**src/logic/ptpc_params.svh**
```systemverilog
/*
 Register offsets, reset values and widths of the pin control block.
 Assumes inclusion by bare name from the design files.
*/
`ifndef PTPC_PARAMS_SVH
`define PTPC_PARAMS_SVH
`define PTPC_IDX_DATA    8'h00
`define PTPC_IDX_INPUT   8'h01
`define PTPC_IDX_DIR     8'h02
`define PTPC_IDX_DRIVE   8'h03
`define PTPC_IDX_PULLEN  8'h04
`define PTPC_IDX_PULLPOL 8'h05
`define PTPC_IDX_ROUTE   8'h07
`define PTPC_IDX_TIMCTL  8'h08
`define PTPC_RST_BYTE    8'h00
`define PTPC_RST_ROUTE   5'h00
`define PTPC_ROUTE_W     5
`define PTPC_SYNC_STAGES 2
`endif

```
**src/logic/ptpc_pkg.sv**
```systemverilog
/*
 Types shared by the pin control block.
 Assumes nothing beyond a SystemVerilog compiler.
*/
package ptpc_pkg;
	typedef logic [7:0] ptpc_byte_t;
	typedef enum logic [1:0] {
		ptpc_src_gpio  = 2'b00,
		ptpc_src_timer = 2'b01,
		ptpc_src_pwm   = 2'b10
	} ptpc_src_e;
endpackage

```
**src/logic/ptpc_sync.sv**
```systemverilog
/*
 Two-flop synchroniser for a bus of pin levels.
 Assumes the inputs are asynchronous to pclk.
*/
`include "ptpc_params.svh"
module ptpc_sync
	import ptpc_pkg::*;
#(
	parameter int WIDTH = 8
) (
	input  wire logic             pclk,
	input  wire logic             presetn,
	input  wire logic [WIDTH-1:0] async_in,
	output logic      [WIDTH-1:0] sync_out
);
	logic [WIDTH-1:0] stage1;

	// Refused while elaborating, so a bad width never reaches silicon
	if (WIDTH < 1) begin : g_bad_width
		$error("ptpc_sync: WIDTH must be positive");
	end

	// First stage feeds only the second
	always_ff @(posedge pclk or negedge presetn) begin
		if (!presetn) begin
			stage1   <= '0;
			sync_out <= '0;
		end else begin
			stage1   <= async_in;
			sync_out <= stage1;
		end
	end
endmodule

```
**src/logic/ptpc_out_mux.sv**
```systemverilog
/*
 Per-pin output source and direction selection.
 Assumes timer and PWM qualifiers arrive on pclk.
*/
`include "ptpc_params.svh"
module ptpc_out_mux
	import ptpc_pkg::*;
#(
	parameter int PINS   = 8,
	parameter int ROUTED = 5
) (
	input  wire logic [PINS-1:0]   gpio_data,
	input  wire logic [PINS-1:0]   gpio_dir,
	input  wire logic [ROUTED-1:0] output_route_select,
	input  wire logic [ROUTED-1:0] pwm_channel_enable,
	input  wire logic [ROUTED-1:0] pwm_out,
	input  wire logic [PINS-1:0]   timer_output_active,
	input  wire logic [PINS-1:0]   timer_out,
	output logic      [PINS-1:0]   pin_value,
	output logic      [PINS-1:0]   pin_is_output
);
	if (ROUTED > PINS) begin : g_bad_routed
		$error("ptpc_out_mux: ROUTED exceeds PINS");
	end

	genvar i;
	generate
		for (i = 0; i < PINS; i++) begin : g_pin
			wire use_pwm;
			wire use_tim;
			if (i < ROUTED) begin : g_routed
				// Routing bit 1 selects PWM, 0 the timer
				assign use_pwm = output_route_select[i] &
					pwm_channel_enable[i];
				assign use_tim = ~use_pwm &
					timer_output_active[i];
			end else begin : g_plain
				assign use_pwm = 1'b0;
				assign use_tim = timer_output_active[i];
			end
			// Peripheral forces output, stored bit untouched
			assign pin_is_output[i] = use_pwm | use_tim |
				gpio_dir[i];
			assign pin_value[i] = use_pwm ? pwm_out[i < ROUTED ? i : 0] :
				use_tim ? timer_out[i] : gpio_data[i];
		end
	endgenerate
endmodule

```
**src/logic/ptpc_top.sv**
```systemverilog
/*
 Port pin control for one 8-bit port, APB slave, single pclk domain.
 Assumes the pad ring resolves pin level from output enable, pull and
 drive controls, and that timer and PWM signals are on pclk.
*/
`include "ptpc_params.svh"
// Notes on behaviour
// - Pull polarity picks interrupt edge elsewhere
// - Pull polarity 0 up, 1 down
// - This port has no pin interrupts
// - Output pins never get a pull
// - Pull enable 1 enables, 0 disables
// - Pull enables clear after reset
// - Reduced drive bit gives third strength
// - Reduced drive ignored on inputs
// - Data read: register if direction bit set, else pin
// - Input register always returns synced pins
// - Input register writes are discarded
// - Reads settle within two cycles
// - Timer output channel owns its pin unless routed PWM takes it
// - Takeover forces output, direction bits kept
// - Disabled compare returns direction control
// - Timer capture always sees pin level
// - Priority PWM, then timer, then GPIO
// - Timer active needs enable, mode, routing
// - Control registers accessible at any time
// - Reads are synchronous to pclk
// - Route bit 0 timer, 1 PWM
module ptpc_top
	import ptpc_pkg::*;
#(
	parameter int PINS   = 8,
	parameter int ROUTED = `PTPC_ROUTE_W
) (
	input  wire logic              pclk,
	input  wire logic              presetn,
	input  wire logic              psel,
	input  wire logic              penable,
	input  wire logic              pwrite,
	input  wire logic [11:0]       paddr,
	input  wire logic [31:0]       pwdata,
	output logic      [31:0]       prdata,
	output logic                   pready,
	output logic                   pslverr,
	input  wire logic [PINS-1:0]   pin_in,
	output logic      [PINS-1:0]   pin_out,
	output logic      [PINS-1:0]   pin_oe_n,
	output logic      [PINS-1:0]   pin_reduced_drive,
	output logic      [PINS-1:0]   pin_pull_up,
	output logic      [PINS-1:0]   pin_pull_down,
	input  wire logic              timer_global_enable,
	input  wire logic [PINS-1:0]   timer_compare_select,
	input  wire logic [PINS-1:0]   timer_overflow_toggle,
	input  wire logic [PINS-1:0]   timer_action_routed,
	input  wire logic [PINS-1:0]   timer_out,
	output logic      [PINS-1:0]   timer_capture_in,
	input  wire logic [ROUTED-1:0] pwm_channel_enable,
	input  wire logic [ROUTED-1:0] pwm_out
);
	if (PINS != 8) begin : g_bad_pins
		$error("ptpc_top: register map serves eight pins only");
	end
	if (ROUTED < 1 || ROUTED > PINS) begin : g_bad_routed
		$error("ptpc_top: ROUTED out of range");
	end

	ptpc_byte_t        port_data_reg;
	ptpc_byte_t        port_direction_reg;
	ptpc_byte_t        port_drive_reduce_reg;
	ptpc_byte_t        port_pull_enable_reg;
	ptpc_byte_t        port_pull_polarity_reg;
	logic [ROUTED-1:0] output_route_select;
	logic [PINS-1:0]   pin_sync;
	logic [PINS-1:0]   timer_output_active;
	logic [PINS-1:0]   pin_is_output;
	logic [PINS-1:0]   pin_value;
	logic [31:0]       next_prdata;

	// Pins are asynchronous, so two flops before any read
	ptpc_sync #(
		.WIDTH    (PINS)
	) u_sync (
		.pclk     (pclk),
		.presetn  (presetn),
		.async_in (pin_in),
		.sync_out (pin_sync)
	);

	// Bus decode; word index is the register's printed offset
	wire [9:0] reg_index  = paddr[11:2];
	wire       bus_access = psel & penable;
	wire       bus_write  = bus_access & pwrite;
	wire       bus_read   = bus_access & ~pwrite;
	wire       hit_data   = reg_index == 10'(`PTPC_IDX_DATA);
	wire       hit_input  = reg_index == 10'(`PTPC_IDX_INPUT);
	wire       hit_dir    = reg_index == 10'(`PTPC_IDX_DIR);
	wire       hit_drive  = reg_index == 10'(`PTPC_IDX_DRIVE);
	wire       hit_pullen = reg_index == 10'(`PTPC_IDX_PULLEN);
	wire       hit_pullpol = reg_index == 10'(`PTPC_IDX_PULLPOL);
	wire       hit_route  = reg_index == 10'(`PTPC_IDX_ROUTE);
	wire       hit_any    = hit_data | hit_input | hit_dir | hit_drive |
		hit_pullen | hit_pullpol | hit_route;
	wire [7:0] wbyte      = pwdata[7:0];

	// Zero wait states keep read timing fixed at one access cycle
	assign pready  = 1'b1;
	assign pslverr = bus_access & ~hit_any;

	// Control registers writable in any mode
	always_ff @(posedge pclk or negedge presetn) begin
		if (!presetn) begin
			port_data_reg          <= `PTPC_RST_BYTE;
			port_direction_reg     <= `PTPC_RST_BYTE;
			port_drive_reduce_reg  <= `PTPC_RST_BYTE;
			port_pull_enable_reg   <= `PTPC_RST_BYTE;
			port_pull_polarity_reg <= `PTPC_RST_BYTE;
			output_route_select    <= ROUTED'(`PTPC_RST_ROUTE);
		end else begin
			if (bus_write && hit_data)
				port_data_reg <= wbyte;
			if (bus_write && hit_dir)
				port_direction_reg <= wbyte;
			if (bus_write && hit_drive)
				port_drive_reduce_reg <= wbyte;
			if (bus_write && hit_pullen)
				port_pull_enable_reg <= wbyte;
			if (bus_write && hit_pullpol)
				port_pull_polarity_reg <= wbyte;
			// Bit 4 stored as written; keeping it clear is software's job
			if (bus_write && hit_route)
				output_route_select <= wbyte[ROUTED-1:0];
		end
	end
	// Input register has no write path at all

	// Timer qualifier: global enable, compare or toggle mode, routed
	assign timer_output_active = {PINS{timer_global_enable}} &
		(timer_compare_select | timer_overflow_toggle) &
		timer_action_routed;

	ptpc_out_mux #(
		.PINS                (PINS),
		.ROUTED              (ROUTED)
	) u_mux (
		.gpio_data           (port_data_reg),
		.gpio_dir            (port_direction_reg),
		.output_route_select (output_route_select),
		.pwm_channel_enable  (pwm_channel_enable),
		.pwm_out             (pwm_out),
		.timer_output_active (timer_output_active),
		.timer_out           (timer_out),
		.pin_value           (pin_value),
		.pin_is_output       (pin_is_output)
	);

	// Pad controls registered so the pins see clean levels
	always_ff @(posedge pclk or negedge presetn) begin
		if (!presetn) begin
			pin_out           <= '0;
			pin_oe_n          <= '1;
			pin_reduced_drive <= '0;
			pin_pull_up       <= '0;
			pin_pull_down     <= '0;
		end else begin
			pin_out           <= pin_value;
			pin_oe_n          <= ~pin_is_output;
			pin_reduced_drive <= port_drive_reduce_reg &
				pin_is_output;
			pin_pull_up       <= port_pull_enable_reg & ~pin_is_output &
				~port_pull_polarity_reg;
			pin_pull_down     <= port_pull_enable_reg & ~pin_is_output &
				port_pull_polarity_reg;
		end
	end

	// Capture path follows the pin whatever drives it
	assign timer_capture_in = pin_sync;

	// No edge detector here: this port carries no pin interrupt
	// Polarity bits only steer pulls on this port

	// Read mux; synchronised pin data may lag a direction change
	always_comb begin
		next_prdata = 32'h0000_0000;
		if (hit_data)
			next_prdata[7:0] = (port_direction_reg & port_data_reg) |
				(~port_direction_reg & pin_sync);
		else if (hit_input)
			next_prdata[7:0] = pin_sync;
		else if (hit_dir)
			next_prdata[7:0] = port_direction_reg;
		else if (hit_drive)
			next_prdata[7:0] = port_drive_reduce_reg;
		else if (hit_pullen)
			next_prdata[7:0] = port_pull_enable_reg;
		else if (hit_pullpol)
			next_prdata[7:0] = port_pull_polarity_reg;
		else if (hit_route)
			next_prdata[ROUTED-1:0] = output_route_select;
	end

	// Read data registered in the setup cycle, valid in access phase
	always_ff @(posedge pclk or negedge presetn) begin
		if (!presetn)
			prdata <= 32'h0000_0000;
		else if (psel && !penable && !pwrite)
			prdata <= next_prdata;
		else if (bus_read)
			prdata <= prdata;
	end
endmodule

```
**config.mk**
```make
export PLATFORM = sky130hd
export DESIGN_NAME = ptpc_top
export DESIGN_NICKNAME = d
export VERILOG_FILES = /design/src/logic/ptpc_pkg.sv /design/src/logic/ptpc_sync.sv /design/src/logic/ptpc_out_mux.sv /design/src/logic/ptpc_top.sv
export VERILOG_INCLUDE_DIRS = /design/src /design/src/logic
export SDC_FILE = /design/constraint.sdc
export NUM_CORES = 1
export LEC_CHECK = 0
export ABC_AREA = 1
export BUFFER_PORTS_ARGS = -buffer_cell sky130_fd_sc_hd__clkbuf_2
export CORE_MARGIN = 3
export CORE_UTILIZATION = 54
export CTS_CLUSTER_SIZE = 16
export DETAILED_ROUTE_END_ITERATION = 12
export PLACE_DENSITY_LB_ADDON = 0.08
export SLEW_MARGIN = 20
export SYNTH_ARGS = -nofsm -noshare
export SYNTH_HDL_FRONTEND = slang
export SYNTH_HIERARCHICAL = 1
export SYNTH_SLANG_ARGS = --single-unit
```
**constraint.sdc**
```tcl
create_clock -name pclk -period 1.62 [get_ports pclk]
set_input_delay 0.162 -clock pclk [delete_from_list [all_inputs] [get_ports pclk]]
set_output_delay 0.162 -clock pclk [all_outputs]
set_load 0.02 [all_outputs]
```
# Word level (Yosys, flattened, before mapping)
# Index checks and enable logic that the tools add are counted.
# op_classes
addsub,0
mul,0
div,0
n_lt_le_gt_ge,0
eq_ne,6
shifts,0
n_mux,21
bitwise,51
reduce_logical,11
# ops
op,n
bitwise AND 8 bit,8
2-to-1 mux 8 bit,5
== test 10 x 3 -> 1 bit (second input constant),3
inverter 8 bit,3
== test 10 x 2 -> 1 bit (second input constant),2
OR 1 bit,19
OR 8 bit,2
bitwise AND 1 bit,13
2-to-1 mux 1 bit,13
== test 10 x 1 -> 1 bit (second input constant),1
zero test 10 bit,1
2-to-1 mux 5 bit,2
logical AND 1 bit,8
inverter 1 bit,6
2-to-1 mux 3 bit,1
zero test 1 bit,2
# word_totals
ff_bits,109
latch_bits,0
ram_bits,0
mem_bits_ro,0
in_bits,100
out_inout_bits,82
elab_cells,103
mem_count,0

# Longest topological paths before layout
# Gate-level depths: netlist of the first run.
# logic_depth
ltp_word,9
depth_mapped,13
ltp_nobuf,13

# Hierarchy
# The synthesis of the first run kept the hierarchy.
# by_module_without_submodules
mod,n_inst,cells_each,area_each_um2,seq_area_each_um2
ptpc_top,1,490,4465.5,2337.2
ptpc_sync,1,16,400.4,400.4
ptpc_out_mux,1,67,282.8,0.0

# Worst setup path before layout of the first run
# OpenSTA, ideal clock, no wires.
# synth_path
path_type,input port to output port
from,in paddr[10]
to,out pslverr
arrival_ns,1.417
required_time_ns,1.458
path_slack_ns,0.041
cell_stages,8
n_path_buf,0
path_cell_list,inv_2 -> nand2_4 -> inv_4 -> nand2_2 -> inv_2 -> nand2_2 -> nand2_2 -> nor4_1
# synth_via
elab_chain_cells,9
elab_cells_between_ends,15
cone_classes,eq/ne (6); bitwise (8); reduce/logical (1)
# synth_lines
item,line_no,rtl
"start, declared",ptpc_top.sv:40,"input wire logic [11:0] paddr,"
== test 10 x 1 -> 1 bit or zero test 10 bit (tied branches),"ptpc_top.sv:95, ptpc_top.sv:94",
OR 1 bit (4 in series),ptpc_top.sv:101,wire hit_any = hit_data | hit_input | hit_dir | hit_drive |
OR 1 bit,ptpc_top.sv:102,hit_pullen | hit_pullpol | hit_route;
OR 1 bit *,ptpc_top.sv:102,
inverter 1 bit *,ptpc_top.sv:107,assign pslverr = bus_access & ~hit_any;
bitwise AND 1 bit *,ptpc_top.sv:107,
"end, declared",ptpc_top.sv:44,"output logic pslverr,"
# Mark *: on every way between the ends. The rest lies on a longest branch, timed or not.

# Final worst setup path of the first run
# Ends and elaborated chain as after synthesis.

==> results of run 1 <==
## per-layer routing
layer / share of wire / routed length [um] / vias up
li1: - / - / 2057
met4: 0.0096 / 111 / 0
met1: 0.46 / 5286 / 1941
met3: 0.072 / 834 / 12
met2: 0.46 / 5331 / 144
met5: 0 / 0 / -
## where the power goes
part | total, uW | switching [uW] | leakage, uW | internal, uW
Sequential | 2810 | 27.0 | 0.00145 | 2780
Combinational | 553 | 366 | 0.00179 | 187
Clock | 1660 | 933 | 0.000100 | 725
## area by class of cell
class / count / area (um2) / share of cell area
Tap cell: 129 / 161.4 / 0.02592
Clock buffer: 9 / 123.9 / 0.01989
Multi-Input combinational cell: 369 / 1934 / 0.3106
Timing Repair Buffer: 152 / 875.8 / 0.1406
Clock inverter: 6 / 70.07 / 0.01125
Sequential cell: 109 / 2738 / 0.4396
Inverter: 85 / 324.1 / 0.05204
## cells by family (layout without fill, tap and decap cells)
| family | Yosys count | after routing |
|---|---|---|
| AO/OA/AOI/OAI | 74 | 74 |
| buffers and inverters | 118 | 252 |
| flip-flops | 109 | 109 |
| other | 2 | 25 |
| AND/OR/NAND/NOR | 270 | 270 |
## tightest hold or removal path, cell delays in order
cell and delay, ns:
clkbuf_2 0.07, nand2_1 0.04, o21ai_0 0.07
## through the flow
step,hold WS [ns],util,cells,worst slack (ns)
3_5_place_dp,0.1212,0.6382,831,0.06901
5_1_grt,0.01628,0.6739,859,0.06007
3_3_place_gp,0.1152,0.6382,831,0.08543
6_report,0.01429,0.6739,859,0.1522
4_1_cts,0.01011,0.6733,859,0.06600
2_1_floorplan,-0.1336,-,596,0.04077
## how the worst max path moves through the flow
| stage | from | to | cells past startpoint |
|---|---|---|---|
| 2_1_floorplan | paddr[10] | pslverr | 8 |
| 3_3_place_gp | paddr[10] | pslverr | 10 |
| 3_5_place_dp | paddr[10] | pslverr | 10 |
| 4_1_cts | paddr[10] | pslverr | 10 |
| 5_1_grt | paddr[10] | pslverr | 10 |
| 6_report | paddr[10] | pslverr | 10 |
## cells in the mapped netlist (5+ instances only)
library cell	count
inv_1	74
nor2_4	10
dfstp_2	8
o21ai_0	13
nor2_1	41
o211a_1	8
dfrtp_1	101
nand3_1	31
nand2_2	12
o21ai_2	16
nand4_1	12
nand2_1	138
inv_2	9
a21oi_1	5
o21ai_1	24
buf_4	26
## timing repair
item	4_1_cts	5_1_grt
gates resized for setup	0	1
hold buffers	13	0
hold endpoints to repair	33	0
endpoints found under the setup margin	0	1
==> metrics.txt, run 1 <==
# TYPE chip_impl_metric gauge
chip_impl_metric{name="synth.yosys.seq_area_share",unit=""} 0.5317
chip_impl_metric{name="ys_ff_latch",unit=""} 109
chip_impl_metric{name="cellPowerDensity",unit="nW/um2"} 806.4
chip_impl_info{name="worst_hold_startpoint",value="timer_out[7]"} 1
chip_impl_metric{name="antenna_cells_inserted",unit=""} 0
chip_impl_metric{name="fin_setup_tns",unit="ns"} 0
chip_impl_info{name="worstSetupPathType",value="input port to primary output"} 1
chip_impl_metric{name="grt_use_met3",unit=""} 0.04299
chip_impl_metric{name="cp.required",unit="ns"} 1.46
chip_impl_metric{name="antenna_found_initial",unit=""} 0
chip_impl_metric{name="irDropWorstVdd",unit="mV"} 0.4724
chip_impl_metric{name="dieWidth",unit="um"} 103.6
chip_impl_metric{name="cp.arrival",unit="ns"} 1.31
chip_impl_metric{name="max_slew_violation_count",unit=""} 0
chip_impl_metric{name="worstSkewPairLatency",unit="ns"} 0.37
chip_impl_metric{name="muxShareOfSynthArea",unit=""} 0
chip_impl_info{name="worst_path_max_delay_cell",value="nor4_2"} 1
chip_impl_metric{name="post_cts.repair.setup_buffers",unit=""} 0
chip_impl_info{name="timing.critical_path.from_type",value="input port"} 1
chip_impl_metric{name="max_cap_violations",unit=""} 0
chip_impl_info{name="worst_hold_end",value="pin_out[7]"} 1
chip_impl_metric{name="io_pins",unit=""} 182
chip_impl_info{name="final_cell_mix",value="138 x nand2_1, 129 x clkbuf_2, 101 x dfrtp_1"} 1
chip_impl_metric{name="grt_use_met1",unit=""} 0.3248
chip_impl_metric{name="detailedRoute.firstPassIterationCount",unit=""} 4
chip_impl_metric{name="clk_pin_slew",unit="ns"} 0.10
chip_impl_metric{name="ys_async_sr_fraction",unit=""} 1.000
chip_impl_metric{name="initialDrtViolationCount",unit=""} 209
chip_impl_metric{name="place.gp.congestion",unit=""} 0.9113
chip_impl_metric{name="postSynthAreaPerCell",unit="um2"} 8.985
chip_impl_metric{name="grt_pass1_vias",unit=""} 3892
chip_impl_metric{name="detail_route.wirelength",unit="um"} 11560
chip_impl_metric{name="post_synth_and_or_nand_nor_area_fraction",unit=""} 0.2610
chip_impl_metric{name="post_synth_fa_ha_maj_area_fraction",unit=""} 0
chip_impl_metric{name="globalRouteOverflowTotal",unit=""} 0
chip_impl_metric{name="final.min_clock_period",unit="ns"} 1.468
chip_impl_metric{name="cts-buffers-inserted",unit=""} 9
chip_impl_metric{name="initial_standard_cell_utilization_of_the_core",unit=""} 0.5572
chip_impl_metric{name="post_synth_inst_count",unit=""} 573
chip_impl_metric{name="dpl_cell_area",unit="um2"} 5897
chip_impl_metric{name="grt_start_max_net_pins",unit=""} 47
chip_impl_metric{name="die-height",unit="um"} 103.6
chip_impl_metric{name="yosysWarnings",unit=""} 6
chip_impl_metric{name="rr_worst_depth",unit=""} 3
chip_impl_metric{name="nets",unit=""} 826
chip_impl_info{name="yosys-top-cells-area",value="dfrtp_1 49%, nand2_1 10%, inv_1 5.4%, dfstp_2 4.1%, buf_4 3.8%"} 1
chip_impl_info{name="cp_cell_sequence",value="clkbuf_2, inv_2, nand2_4, inv_4, nand2_2, inv_2, nand2_2, nand2_2, nor4_2, clkbuf_2"} 1
chip_impl_metric{name="worst_clock_skew",unit="ns"} 0.02258
chip_impl_metric{name="stdcell_area",unit="um2"} 6227
chip_impl_metric{name="place_hpwl",unit="um"} 9031
chip_impl_metric{name="syn_to_final_growth",unit="%"} 20.95
chip_impl_info{name="critical_path.reg2reg.startpoint",value="output_route_select[3]"} 1
chip_impl_metric{name="core.rowCount",unit=""} 35
chip_impl_metric{name="synth_enable_flop_cells",unit=""} 0
chip_impl_metric{name="netlist-cell-type-count",unit=""} 37
chip_impl_metric{name="cts.path.max_buffers",unit=""} 2
chip_impl_metric{name="port-buffer-count",unit=""} 130
chip_impl_info{name="status",value="completed"} 1
chip_impl_metric{name="ant_nets",unit=""} 0
chip_impl_metric{name="use_met2",unit=""} 0.3463
chip_impl_info{name="grt_setup_unrepaired",value="no"} 1
chip_impl_metric{name="route.detailed.drc",unit=""} 0
chip_impl_metric{name="fmax",unit="GHz"} 0.6813
chip_impl_info{name="dominantRegCellSynth",value="dfrtp_1"} 1
chip_impl_metric{name="fraction_of_final_layout_cells_with_drive_strength_greater_than_1",unit=""} 0.3137
chip_impl_metric{name="timing.final.hold_violations",unit=""} 0
chip_impl_metric{name="critical_path.max_fanout",unit=""} 6
chip_impl_metric{name="min_period_over_period",unit=""} 0.9061
chip_impl_metric{name="worstPathBufferInverterCount",unit=""} 5
chip_impl_metric{name="yosys.area_share.xor_xnor",unit=""} 0
chip_impl_metric{name="vias_per_cell",unit=""} 4.836
chip_impl_metric{name="synth-compound-area-share",unit=""} 0.09526
chip_impl_info{name="worstReg2RegEnd",value="pin_out[3]"} 1
chip_impl_info{name="hold_path.class",value="input port to flop"} 1
chip_impl_info{name="cts_root_buf",value="clkbuf_8"} 1
chip_impl_metric{name="core_area",unit="um2"} 9240
chip_impl_metric{name="die_area",unit="um2"} 10740
chip_impl_metric{name="synth.top_cell.area_share",unit=""} 0.4909
chip_impl_metric{name="htreeDepth",unit=""} 3
chip_impl_metric{name="dr_total_vias",unit=""} 4154
chip_impl_metric{name="area_of_the_mapped_netlist",unit="um2"} 5149
chip_impl_metric{name="critical_path.max_stage_delay",unit="ns"} 0.30
chip_impl_info{name="tritoncts",value="done"} 1
chip_impl_metric{name="timing.hold.worst_path_depth",unit=""} 3
chip_impl_info{name="grt.busiest_layer",value="met2"} 1
chip_impl_metric{name="fin_total_pwr",unit="uW"} 5021
chip_impl_metric{name="finalSetupViolCount",unit=""} 0
chip_impl_metric{name="setup.reg_to_reg.worst_slack",unit="ns"} 0.43
chip_impl_metric{name="drt-wirelength-per-cell",unit="um"} 13.46
chip_impl_info{name="crit_path_frequent_cell",value="nand2_2"} 1
chip_impl_metric{name="clock-sinks",unit=""} 109
chip_impl_metric{name="power_leakage",unit="uW"} 0.003336
chip_impl_metric{name="grt_pass1_wl",unit="um"} 19110
chip_impl_info{name="worstSetupEndpointType",value="primary output"} 1
chip_impl_info{name="crit_path_leading_delay_family",value="simple AND/OR/NAND/NOR gates"} 1
chip_impl_info{name="yosysTopAreaCell",value="dfrtp_1"} 1
chip_impl_info{name="mostFrequentLayoutCell",value="nand2_1"} 1
chip_impl_metric{name="gr-usage-all-layers",unit=""} 0.2213
chip_impl_metric{name="fillerInstances",unit=""} 811
chip_impl_info{name="dominant_combinational_cell_family_by_area_after_synthesis",value="simple AND/OR/NAND/NOR gates"} 1
No activity file was read; power rests on OpenSTA's default activity.
==> inputs of run 2 (changes only) <==
Settings changed: CORE_ASPECT_RATIO set to 0.6, CORE_UTILIZATION 54 to 35.
==> metrics.txt, run 2 (same netlist as run 1, synthesis figures left out) <==
# TYPE chip_impl_metric gauge
chip_impl_metric{name="place.gp.congestion",unit=""} 0.8795
chip_impl_metric{name="dr_total_vias",unit=""} 4076
chip_impl_metric{name="initial_standard_cell_utilization_of_the_core",unit=""} 0.3678
chip_impl_info{name="timing.critical_path.from_type",value="input port"} 1
chip_impl_info{name="hold_path.class",value="input port to flop"} 1
chip_impl_metric{name="vias_per_cell",unit=""} 4.426
chip_impl_info{name="status",value="completed"} 1
chip_impl_metric{name="final.min_clock_period",unit="ns"} 1.457
chip_impl_metric{name="antenna_found_initial",unit=""} 1
chip_impl_metric{name="cp.arrival",unit="ns"} 1.29
chip_impl_metric{name="max_slew_violation_count",unit=""} 0
chip_impl_info{name="crit_path_frequent_cell",value="nand2_2"} 1
chip_impl_metric{name="route.detailed.drc",unit=""} 0
chip_impl_metric{name="globalRouteOverflowTotal",unit=""} 0
chip_impl_info{name="cts_root_buf",value="clkbuf_16"} 1
chip_impl_metric{name="cts-buffers-inserted",unit=""} 9
chip_impl_metric{name="detailedRoute.firstPassIterationCount",unit=""} 4
chip_impl_metric{name="timing.final.hold_violations",unit=""} 0
chip_impl_metric{name="post_cts.repair.setup_buffers",unit=""} 0
chip_impl_metric{name="worstSkewPairLatency",unit="ns"} 0.34
chip_impl_metric{name="initialDrtViolationCount",unit=""} 209
chip_impl_info{name="final_cell_mix",value="138 x nand2_1, 129 x clkbuf_2, 101 x dfrtp_1"} 1
chip_impl_metric{name="fillerInstances",unit=""} 1354
chip_impl_info{name="mostFrequentLayoutCell",value="nand2_1"} 1
chip_impl_metric{name="clk_pin_slew",unit="ns"} 0.07
chip_impl_metric{name="place_hpwl",unit="um"} 10400
chip_impl_metric{name="critical_path.max_fanout",unit=""} 6
chip_impl_metric{name="die-height",unit="um"} 99.95
chip_impl_metric{name="grt_pass1_vias",unit=""} 4119
chip_impl_metric{name="power_leakage",unit="uW"} 0.003356
chip_impl_metric{name="min_period_over_period",unit=""} 0.8993
chip_impl_metric{name="stdcell_area",unit="um2"} 6366
chip_impl_metric{name="core_area",unit="um2"} 14000
chip_impl_metric{name="gr-usage-all-layers",unit=""} 0.1704
chip_impl_metric{name="register_area",unit="um2"} 2738
chip_impl_metric{name="multi_input_gate_area_in_the_final_layout",unit="um2"} 1934
chip_impl_metric{name="grt_use_met3",unit=""} 0.04742
chip_impl_info{name="worstSetupEndpointType",value="primary output"} 1
chip_impl_metric{name="placed_cells_incl_taps",unit=""} 896
chip_impl_metric{name="cellPowerDensity",unit="nW/um2"} 853.2
chip_impl_metric{name="grt_start_max_net_pins",unit=""} 49
chip_impl_info{name="worstSetupPathType",value="input port to primary output"} 1
chip_impl_metric{name="critical_path.max_stage_delay",unit="ns"} 0.31
chip_impl_metric{name="dieWidth",unit="um"} 162.6
chip_impl_info{name="grt_setup_unrepaired",value="no"} 1
chip_impl_metric{name="grt_pass1_wl",unit="um"} 21610
chip_impl_metric{name="die_area",unit="um2"} 16250
chip_impl_metric{name="fin_setup_tns",unit="ns"} 0
chip_impl_metric{name="max_cap_violations",unit=""} 0
chip_impl_info{name="cp_cell_sequence",value="clkbuf_2, inv_2, nand2_4, inv_4, nand2_2, inv_2, nand2_2, nand2_2, nor4_2, clkbuf_2"} 1
chip_impl_metric{name="use_met2",unit=""} 0.2434
chip_impl_info{name="worst_path_max_delay_cell",value="nor4_2"} 1
chip_impl_metric{name="detail_route.wirelength",unit="um"} 13280
chip_impl_metric{name="dpl_cell_area",unit="um2"} 5991
chip_impl_metric{name="layoutNonFillerInstCount",unit=""} 921
chip_impl_metric{name="clock-sinks",unit=""} 109
chip_impl_metric{name="syn_to_final_growth",unit="%"} 23.65
chip_impl_metric{name="port-buffer-count",unit=""} 130
chip_impl_metric{name="fraction_of_final_layout_cells_with_drive_strength_greater_than_1",unit=""} 0.3155
chip_impl_metric{name="core.rowCount",unit=""} 33
chip_impl_metric{name="irDropWorstVdd",unit="mV"} 0.4473
chip_impl_metric{name="cts.path.max_buffers",unit=""} 2
chip_impl_metric{name="finalSetupViolCount",unit=""} 0
chip_impl_metric{name="ant_nets",unit=""} 0
chip_impl_metric{name="cp.required",unit="ns"} 1.46
chip_impl_metric{name="grt_use_met1",unit=""} 0.2611
chip_impl_info{name="tritoncts",value="done"} 1
chip_impl_metric{name="antenna_cells_inserted",unit=""} 0
chip_impl_metric{name="htreeDepth",unit=""} 3
chip_impl_info{name="grt.busiest_layer",value="met1"} 1
chip_impl_metric{name="drt-wirelength-per-cell",unit="um"} 14.42
chip_impl_metric{name="fmax",unit="GHz"} 0.6864
chip_impl_metric{name="nets",unit=""} 824
chip_impl_metric{name="io_pins",unit=""} 182
chip_impl_metric{name="worst_clock_skew",unit="ns"} 0.007140
==> run 2: worst max-delay path, delay by kind of cell <==
kind | cells | cell delay, ns
buffers and inverters | 5 | 0.45
and+or+nand+nor | 5 | 0.68
==> run 2: cell type report <==
cell class / count / share of cell area
Sequential cell: 109 / 0.4300
Inverter: 85 / 0.05090
Clock inverter: 4 / 0.005110
Tap cell: 192 / 0.03774
Timing Repair Buffer: 150 / 0.1336
Clock buffer: 12 / 0.03872
Multi-Input combinational cell: 369 / 0.3039
==> run 2: layer usage <==
metal,routed length [um],share of wire,vias to the layer above
li1,-,-,2059
met1,6717,0.51,1884
met2,5374,0.40,126
met3,1085,0.082,7
met4,105,0.0079,0
met5,0,0,-
==> run 2: timing repair <==
| action | 4_1_cts | 5_1_grt |
|---|---|---|
| setup endpoints to repair | 0 | 1 |
| hold buffers | 9 | 0 |
| endpoints found under the hold margin | 26 | 0 |
| gates resized for setup | 0 | 1 |
==> run 2: stage by stage <==
step                      power, uW    util  setup slack [ns]  hold WS [ns]
after floorplan                3179       -           0.04077       -0.1336
after global placement         3393  0.4280           0.07071       0.06587
after detailed placement       3405  0.4280           0.05247       0.06821
after CTS                      5519  0.4544           0.05009       0.02515
after global routing           5680  0.4548           0.07251       0.03058
final                          5432  0.4548            0.1631       0.03544
==> run 2: worst paths after layout <==
path	endpoint	cells after the start	startpoint	slack, ns
worst min register to register	u_sync/sync_out[7]	0	u_sync/stage1[7]	0.35
worst max-delay path	pslverr	10	paddr[10]	0.16
min in group asynchronous	pin_pull_down[3]	2	presetn	0.25
worst min-delay path	pin_out[5]	3	timer_out[5]	0.04
max in group asynchronous	pin_oe_n[1]	3	presetn	0.77
worst max register to register	prdata[0]	6	output_route_select[0]	0.47
==> run 2: power breakdown <==
part | switching, uW | leakage, uW | internal, uW | total [uW]
Combinational | 364 | 0.00178 | 182 | 546
Sequential | 28.9 | 0.00145 | 2780 | 2810
Clock | 976 | 0.000129 | 1100 | 2070
Total | 1370 | 0.00336 | 4060 | 5430
